<file path="src/slpus_pkg.sv">
package slpus_pkg;

  // ****************************************
  // Word format
  // ****************************************
  localparam int WORD_W = 24;
  localparam logic [1:0] CTL_REF = 2'h0;
  localparam logic [1:0] CTL_DIV = 2'h1;
  localparam logic [1:0] CTL_FUNC = 2'h2;
  localparam logic [1:0] CTL_INIT = 2'h3;
  localparam logic [WORD_W-1:0] LATCH_RST = 24'h000000;

  // ****************************************
  // Field positions
  // ****************************************
  localparam int BIT_CNT_RST = 2;
  localparam int BIT_PD1 = 3;
  localparam int BIT_MUX_LO = 4;
  localparam int MUX_W = 3;
  localparam int BIT_PD2 = 21;
  localparam int BIT_RESYNC_EN = 21;
  localparam int BIT_RESYNC_DLY = 22;

  // ****************************************
  // Monitor output selections
  // ****************************************
  localparam logic [2:0] MON_LOW = 3'h0;
  localparam logic [2:0] MON_LOCK = 3'h1;
  localparam logic [2:0] MON_DIV = 3'h2;
  localparam logic [2:0] MON_HIGH = 3'h3;
  localparam logic [2:0] MON_REF = 3'h4;
  localparam logic [2:0] MON_LOCK_OD = 3'h5;
  localparam logic [2:0] MON_SERIAL_DATA_PIN = 3'h6;
  localparam logic [2:0] MON_GND = 3'h7;

  // ****************************************
  // Timing
  // ****************************************
  localparam int CLK_PERIOD_NS = 4;
  localparam int SETTLE_TIME_US = 1;
  localparam int SETTLE_CYC = (SETTLE_TIME_US * 1000 + CLK_PERIOD_NS - 1) / CLK_PERIOD_NS;
  localparam int SCLK_HALF_CYC = 8;
  localparam int LE_HIGH_CYC = 8;
  localparam int TMR_W = 9;
  localparam int BITCNT_W = 5;

  typedef enum logic [2:0] {
    SLPUS_IDLE,
    SLPUS_LO,
    SLPUS_HI,
    SLPUS_STROBE
  } slpus_host_state_t;

  // Rising edge between an older and a newer sample
  function automatic logic slpus_rise(input logic older, input logic newer);
    return newer & ~older;
  endfunction

endpackage

</file>
<file path="src/slpus_link_if.sv">
`timescale 1ns/10ps
interface slpus_link_if;
  logic serial_clock_pin;
  logic serial_data_pin;
  logic latch_strobe_pin;
  logic power_enable_pin;
  logic monitor_output_pin;

  modport dev (
    input serial_clock_pin,
    input serial_data_pin,
    input latch_strobe_pin,
    input power_enable_pin,
    output monitor_output_pin
  );

  modport host (
    output serial_clock_pin,
    output serial_data_pin,
    output latch_strobe_pin,
    output power_enable_pin,
    input monitor_output_pin
  );
endinterface

</file>
<file path="src/slpus_dev.sv">
`timescale 1ns/10ps
// Behaviour
// - Code 11 init latch, 10 function latch
// - Code 00 loads reference counter latch
// - Code 01 loads divider A/B latch
// - Init word carries counter reset zero
// - Init write also updates function latch
// - Init pulse resets counters, tristates pump
// - Pulse leaves prescaler reference, buffer running; with PD1 and PD2 both set it starts synchronous power-down
// - First divider load after init repulses
// - Power enable low powers down immediately
// - Latches loadable while down; rise realigns
// - Host flags settled 1 us after enable rise
// - Latches retained across power enable cycles
// - Counter reset method: set, load, clear
// - Counter reset holds, no synchronous power-down
// - Reference latch: delay bit 22, enable 21
// - Resync enable retimes prescaler to RF
// - Delay select retimes to delayed RF
// - Monitor pin selects internal signal, lock
// - 24-bit shift on sclk; strobe transfers
// - Function bit 2 holds counters reset
// - Input register active during power-down
module slpus_dev
  import slpus_pkg::*;
(
  input wire logic mclk_in,
  input wire logic nrst_in,
  slpus_link_if.dev link,
  input wire logic rf_in_in,
  input wire logic prescaler_raw_in,
  input wire logic lock_indication_in,
  input wire logic div_event_in,
  input wire logic ref_event_in,
  input wire logic cp_event_in,
  output logic [WORD_W-1:0] ref_latch_out,
  output logic [WORD_W-1:0] div_latch_out,
  output logic [WORD_W-1:0] func_latch_out,
  output logic counter_hold_out,
  output logic cp_tristate_out,
  output logic powered_down_out,
  output logic bias_on_out,
  output logic reset_pulse_out,
  output logic prescaler_out
);

  // ****************************************
  // Pin synchronisers
  // ****************************************
  logic [2:0] sclk_s;
  logic [1:0] sdat_s;
  logic [2:0] le_s;
  logic [1:0] ce_s;
  logic [3:0] rf_s;
  logic [1:0] pre_s;
  logic [2:0] cp_s;
  logic [1:0] lock_s;
  logic [1:0] div_s;
  logic [1:0] ref_s;

  always_ff @(posedge mclk_in) begin
    if (!nrst_in) begin
      sclk_s <= 3'h0;
      sdat_s <= 2'h0;
      le_s <= 3'h0;
      ce_s <= 2'h0;
      rf_s <= 4'h0;
      pre_s <= 2'h0;
      cp_s <= 3'h0;
      lock_s <= 2'h0;
      div_s <= 2'h0;
      ref_s <= 2'h0;
    end else begin
      sclk_s <= {sclk_s[1:0], link.serial_clock_pin};
      sdat_s <= {sdat_s[0], link.serial_data_pin};
      le_s <= {le_s[1:0], link.latch_strobe_pin};
      ce_s <= {ce_s[0], link.power_enable_pin};
      rf_s <= {rf_s[2:0], rf_in_in};
      pre_s <= {pre_s[0], prescaler_raw_in};
      cp_s <= {cp_s[1:0], cp_event_in};
      lock_s <= {lock_s[0], lock_indication_in};
      div_s <= {div_s[0], div_event_in};
      ref_s <= {ref_s[0], ref_event_in};
    end
  end

  logic sclk_rise;
  logic le_rise;
  logic rf_edge;
  logic rf_edge_dly;
  logic cp_edge;
  assign sclk_rise = slpus_rise(sclk_s[2], sclk_s[1]);
  assign le_rise = slpus_rise(le_s[2], le_s[1]);
  assign rf_edge = slpus_rise(rf_s[2], rf_s[1]);
  assign rf_edge_dly = slpus_rise(rf_s[3], rf_s[2]);
  assign cp_edge = slpus_rise(cp_s[2], cp_s[1]);

  // ****************************************
  // Input shift register
  // ****************************************
  // Never gated by power-down, so words can be loaded while disabled
  logic [WORD_W-1:0] shreg;
  logic [1:0] wsel;
  assign wsel = shreg[1:0];

  always_ff @(posedge mclk_in) begin
    if (!nrst_in) begin
      shreg <= LATCH_RST;
    end else if (sclk_rise) begin
      shreg <= {shreg[WORD_W-2:0], sdat_s[1]};
    end
  end

  // ****************************************
  // Latches
  // ****************************************
  // Only the chip reset clears them; power enable cycles keep contents
  always_ff @(posedge mclk_in) begin
    if (!nrst_in) begin
      ref_latch_out <= LATCH_RST;
      div_latch_out <= LATCH_RST;
      func_latch_out <= LATCH_RST;
    end else if (le_rise) begin
      case (wsel)
        CTL_REF: begin
          ref_latch_out <= shreg;
        end
        CTL_DIV: begin
          div_latch_out <= shreg;
        end
        CTL_FUNC: begin
          func_latch_out <= shreg;
        end
        CTL_INIT: begin
          func_latch_out <= shreg;
        end
        default: begin
          func_latch_out <= func_latch_out;
        end
      endcase
    end
  end

  // ****************************************
  // Internal reset pulse
  // ****************************************
  logic pulse_armed;
  logic next_pulse;
  assign next_pulse = le_rise & ((wsel == CTL_INIT) | ((wsel == CTL_DIV) & pulse_armed));

  always_ff @(posedge mclk_in) begin
    if (!nrst_in) begin
      pulse_armed <= 1'b0;
    end else if (le_rise && wsel == CTL_INIT) begin
      pulse_armed <= 1'b1;
    end else if (le_rise && wsel == CTL_DIV) begin
      pulse_armed <= 1'b0;
    end
  end

  always_ff @(posedge mclk_in) begin
    if (!nrst_in) begin
      reset_pulse_out <= 1'b0;
    end else begin
      reset_pulse_out <= next_pulse;
    end
  end

  // ****************************************
  // Power-down
  // ****************************************
  // Counter reset bit is not a term here: it must not start power-down
  logic soft_pd;
  logic pd1;
  logic pd2;
  logic next_pd;
  logic next_hold;
  assign pd1 = func_latch_out[BIT_PD1];
  assign pd2 = func_latch_out[BIT_PD2];
  assign next_pd = ~ce_s[1] | soft_pd;
  assign next_hold = next_pd | next_pulse | func_latch_out[BIT_CNT_RST];

  always_ff @(posedge mclk_in) begin
    if (!nrst_in) begin
      soft_pd <= 1'b0;
    end else if (!pd1) begin
      soft_pd <= 1'b0;
    end else if (!pd2) begin
      soft_pd <= 1'b1;
    end else if (cp_edge || reset_pulse_out) begin
      soft_pd <= 1'b1;
    end
  end

  always_ff @(posedge mclk_in) begin
    if (!nrst_in) begin
      powered_down_out <= 1'b1;
      bias_on_out <= 1'b0;
    end else begin
      powered_down_out <= next_pd;
      bias_on_out <= ~next_pd;
    end
  end

  // Hold and pump release together when enable rises: close alignment
  always_ff @(posedge mclk_in) begin
    if (!nrst_in) begin
      counter_hold_out <= 1'b1;
      cp_tristate_out <= 1'b1;
    end else begin
      counter_hold_out <= next_hold;
      cp_tristate_out <= next_hold;
    end
  end

  // ****************************************
  // Prescaler resynchronisation
  // ****************************************
  always_ff @(posedge mclk_in) begin
    if (!nrst_in) begin
      prescaler_out <= 1'b0;
    end else if (!ref_latch_out[BIT_RESYNC_EN]) begin
      prescaler_out <= pre_s[1];
    end else if (ref_latch_out[BIT_RESYNC_DLY] ? rf_edge_dly : rf_edge) begin
      prescaler_out <= pre_s[1];
    end
  end

  // ****************************************
  // Monitor output
  // ****************************************
  always_ff @(posedge mclk_in) begin
    if (!nrst_in) begin
      link.monitor_output_pin <= 1'b0;
    end else begin
      case (func_latch_out[BIT_MUX_LO +: MUX_W])
        MON_LOW: begin
          link.monitor_output_pin <= 1'b0;
        end
        MON_LOCK: begin
          link.monitor_output_pin <= lock_s[1];
        end
        MON_DIV: begin
          link.monitor_output_pin <= div_s[1];
        end
        MON_HIGH: begin
          link.monitor_output_pin <= 1'b1;
        end
        MON_REF: begin
          link.monitor_output_pin <= ref_s[1];
        end
        MON_LOCK_OD: begin
          link.monitor_output_pin <= lock_s[1];
        end
        MON_SERIAL_DATA_PIN: begin
          link.monitor_output_pin <= sdat_s[1];
        end
        MON_GND: begin
          link.monitor_output_pin <= 1'b0;
        end
        default: begin
          link.monitor_output_pin <= 1'b0;
        end
      endcase
    end
  end

endmodule // slpus_dev

</file>
<file path="src/flat_wrapper.sv">
// flat-port wrapper written by rule: the top's interface ports become plain ports
module slpus_dev_flat import slpus_pkg::*;
  (mclk_in, nrst_in, rf_in_in, prescaler_raw_in, lock_indication_in, div_event_in, ref_event_in, cp_event_in, ref_latch_out, div_latch_out, func_latch_out, counter_hold_out, cp_tristate_out, powered_down_out, bias_on_out, reset_pulse_out, prescaler_out, link_serial_clock_pin, link_serial_data_pin, link_latch_strobe_pin, link_power_enable_pin, link_monitor_output_pin);
  slpus_link_if link_i ();
  input wire logic mclk_in;
  input wire logic nrst_in;
  input wire logic rf_in_in;
  input wire logic prescaler_raw_in;
  input wire logic lock_indication_in;
  input wire logic div_event_in;
  input wire logic ref_event_in;
  input wire logic cp_event_in;
  output logic [WORD_W-1:0] ref_latch_out;
  output logic [WORD_W-1:0] div_latch_out;
  output logic [WORD_W-1:0] func_latch_out;
  output logic counter_hold_out;
  output logic cp_tristate_out;
  output logic powered_down_out;
  output logic bias_on_out;
  output logic reset_pulse_out;
  output logic prescaler_out;
  input wire logic [$bits(link_i.serial_clock_pin)-1:0] link_serial_clock_pin;
  input wire logic [$bits(link_i.serial_data_pin)-1:0] link_serial_data_pin;
  input wire logic [$bits(link_i.latch_strobe_pin)-1:0] link_latch_strobe_pin;
  input wire logic [$bits(link_i.power_enable_pin)-1:0] link_power_enable_pin;
  output wire logic [$bits(link_i.monitor_output_pin)-1:0] link_monitor_output_pin;
  assign link_i.serial_clock_pin = link_serial_clock_pin;
  assign link_i.serial_data_pin = link_serial_data_pin;
  assign link_i.latch_strobe_pin = link_latch_strobe_pin;
  assign link_i.power_enable_pin = link_power_enable_pin;
  assign link_monitor_output_pin = link_i.monitor_output_pin;
  slpus_dev u_core (.mclk_in(mclk_in), .nrst_in(nrst_in), .link(link_i), .rf_in_in(rf_in_in), .prescaler_raw_in(prescaler_raw_in), .lock_indication_in(lock_indication_in), .div_event_in(div_event_in), .ref_event_in(ref_event_in), .cp_event_in(cp_event_in), .ref_latch_out(ref_latch_out), .div_latch_out(div_latch_out), .func_latch_out(func_latch_out), .counter_hold_out(counter_hold_out), .cp_tristate_out(cp_tristate_out), .powered_down_out(powered_down_out), .bias_on_out(bias_on_out), .reset_pulse_out(reset_pulse_out), .prescaler_out(prescaler_out));
endmodule
</file>
<file path="config.mk">
export PLATFORM = sky130hd
export DESIGN_NAME = slpus_dev_flat
export DESIGN_NICKNAME = d
export VERILOG_FILES = /design/src/slpus_pkg.sv /design/src/slpus_link_if.sv /design/src/slpus_dev.sv /design/src/flat_wrapper.sv
export SDC_FILE = /design/constraint.sdc
export NUM_CORES = 1
export LEC_CHECK = 0
export ABC_AREA = 1
export BUFFER_PORTS_ARGS = -buffer_cell sky130_fd_sc_hd__buf_2
export CAP_MARGIN = 40
export CORE_UTILIZATION = 40
export DETAILED_ROUTE_END_ITERATION = 6
export MAX_ROUTING_LAYER = met4
export PLACE_DENSITY = 0.67
export SYNTH_ARGS = -nofsm -noshare
export SYNTH_HDL_FRONTEND = slang
export SYNTH_SLANG_ARGS = --single-unit
</file>
<file path="constraint.sdc">
create_clock -name mclk_in -period 3.19 [get_ports mclk_in]
set_clock_uncertainty 0.05 [all_clocks]
set_input_delay 0.638 -clock mclk_in [delete_from_list [all_inputs] [get_ports mclk_in]]
set_output_delay 0.638 -clock mclk_in [all_outputs]
set_load 0.1 [all_outputs]
</file>
==> out/qor.yml <==
synthesis:
  syn_area_um2: 4400
  synth_mux_area_frac: 0
  synthTopCellsByArea: "dfxtp_1, nor2_1, o21ai_0, nand2_1, inv_1"
  yosysTopAreaCellShare: 0.588
  ys_types: 26
  yosys_register_bits: 129
  synth-adder-area-share: 0
  ys_seq_area_frac: 0.588
  synth_top_family_by_area: "simple AND/OR/NAND/NOR gates"
  synth_top_cell_by_area: "dfxtp_1"
  netlist_instances: 539
  syn_area_per_cell_um2: 8.15
  yosysWarnings: 0
  syn_nets: 551
  synth_compound_area_frac: 0.123
  synth_xor_xnor_area_share: 0
  synth-simple-area-share: 0.210
critical_path:
  crit_slowest_cell: "buf_2"
  arrival_ps: 1430
  critPathMaxFanout: 6
  cpPeakStageDelay_ps: 480
  startpoint_type: "flip-flop"
  crit_family: "buffers and inverters"
  cp-end-kind: "output pin"
  path_cells: "buf_2"
  crit_type: "flip-flop to output pin"
  crit_buf_inv: 1
  crit_required_ps: 2500
clocking:
  ctsResizeCount: 0
  postCtsSetupRepairBufs: 0
  cts_tree: "done"
  clock-root-buffer: "clkbuf_8"
  h-tree-depth: 4
  numCtsBuffers: 17
  cts_sinks: 129
  path_clk_slew_ps: 60
  cts_hold_buf: 0
  insertion_delay_ps: 510
  clk_path_buf_depth: 2
timing:
  fin_crit_sh: 0.663
  fin_setup_tns_ps: 0
  finalMaxSlewViolations: 0
  finalSetupViolCount: 0
  period_needed_ps: 2110
  max_freq_mhz: 473
  worst_slew_pin_slew_ps: 795
  grt_setup_unrepaired: "no"
  relSlewSlack: 0.469
  hold_viol: 0
cells_and_area:
  finalNonFillerCells: 768
  regArea_um2: 2580
  stdcell_area_um2: 5500
  nNetsFinal: 632
  diodes: 0
  multi_input_area_um2: 1460
  areaGrowthSynthToFinish_pct: 25.2
  final_layout_size_suffix_gt1_frac: 0.210
  nFillCells: 963
placement:
  dpl_cell_area_um2: 4870
  io_buffers: 90
  dp_cells: 737
  post-dp-hpwl_um: 6140
  gp_congestion: 0.809
routing:
  post-route-drc-count: 0
  avgRoutedWirePerCell_um: 12.5
  ant_nets: 0
  wirelength_um: 9560
  viasPerCell: 4.60
  dr_total_vias: 3534
  firstDrtPassIters: 4
  drt_iter0_markers: 199
pwr:
  cellLeakagePower_uw: 0.00259
  powerDensity_nw_per_um2: 731
  finalPower_uw: 4020
  irDropWorstVdd_uv: 382
grt:
  grt_pass1_wl_um: 16000
  grt_pass1_vias: 3224
  grt_start_max_net_pins: 70
  antenna_found_initial: 0
  grtUsageTotal: 0.188
  globalRouteOverflowTotal: 0
die:
  ioPinCount: 91
  die-area_um2: 11400
  rows: 37
  dieHeight_um: 107
  die_width_um: 107
  start_util: 0.418
  coreArea_um2: 10500
flow_run:
  max_cap_violations: 0
worst_hold_path:
  hp-class: "primary input to flip-flop"
outcome:
  outcome: "finished clean"
-- per-stage QoR --
step	setup WS, ps	hold WS [ps]	util
6_report	1080	254	0.524
2_1_floorplan	1150	340	-
3_3_place_gp	1270	343	0.463
3_5_place_dp	1210	346	0.463
4_1_cts	1030	233	0.524
5_1_grt	987	236	0.524
-- cell usage in the layout (no fill, tap or decap), drive strengths merged --
cell type	instances
dfxtp	129
bufinv	4
clkinv	3
clkbuf	22
nor2	144
clkinvlp	3
nand3	4
o21a	1
inv	45
o21ai	72
o211ai	2
a21oi	30
a31oi	1
nand2	78
nor3	1
nand4	1
buf	92
-- layer usage --
layer  track usage  wire [um]
met2         0.285       4460
met5             -          0
met3        0.0529        647
met1         0.239       4380
met4        0.0675         79
-- sequential cells by signal (all words and copies together), names as in the netlist, 3 cells and up --
signal,flops
u_core.le_s,3
u_core.ref_latch_out,24
u_core.sclk_s,3
u_core.cp_s,3
u_core.div_latch_out,24
u_core.rf_s,4
u_core.func_latch_out,24
u_core.shreg,24
-- cells in the mapped netlist --
| cell type | instances |
|---|---|
| nor2_8 | 1 |
| o21ai_1 | 5 |
| nand3_4 | 2 |
| clkinv_2 | 1 |
| buf_1 | 1 |
| a21oi_1 | 30 |
| nor3_1 | 1 |
| o21a_1 | 1 |
| inv_1 | 41 |
| dfxtp_1 | 129 |
| nand2_4 | 1 |
| o211ai_1 | 2 |
| buf_4 | 2 |
| nor2_4 | 1 |
| inv_4 | 1 |
| nand2_1 | 77 |
| nor2_1 | 142 |
| inv_2 | 3 |
| clkbuf_2 | 4 |
| a31oi_1 | 1 |
| buf_6 | 6 |
| clkbuf_1 | 12 |
| buf_2 | 5 |
| nand3_1 | 2 |
| nand4_1 | 1 |
| o21ai_0 | 67 |
-- logic make-up (layout without fill, tap and decap cells) --
kind of cell,after synthesis,after routing
AOI/OAI and AO/OA,106,106
buffers and inverters,76,169
and+or+nand+nor,228,228
DFF,129,129
-- worst paths after layout --
| kind | startpoint | end | slack, ps | cells past startpoint |
|---|---|---|---|---|
| worst min register to register | u_core.cp_s[0] | u_core.cp_s[1] | 360 | 2 |
| worst min-delay path | prescaler_raw_in | u_core.pre_s[0] | 250 | 3 |
| worst max register to register | u_core.le_s[1] | u_core.ref_latch_out[19] | 1600 | 6 |
| worst max-delay path | u_core.func_latch_out[5] | func_latch_out[5] | 1080 | 1 |
-- report_power, final --
part	internal, uW	switching (uW)
sequential	1660	34.6
clock	1370	668
combinational	56.0	237
-- layout make-up --
cell class                      instances  area share
Inverter                               46      0.0321
Clock inverter                          9      0.0277
Timing Repair Buffer                   92      0.0869
Tap cell                              136      0.0309
Sequential cell                       129       0.469
Multi-Input combinational cell        334       0.265
Clock buffer                           22      0.0878
Power figures use the tool's default switching activity.
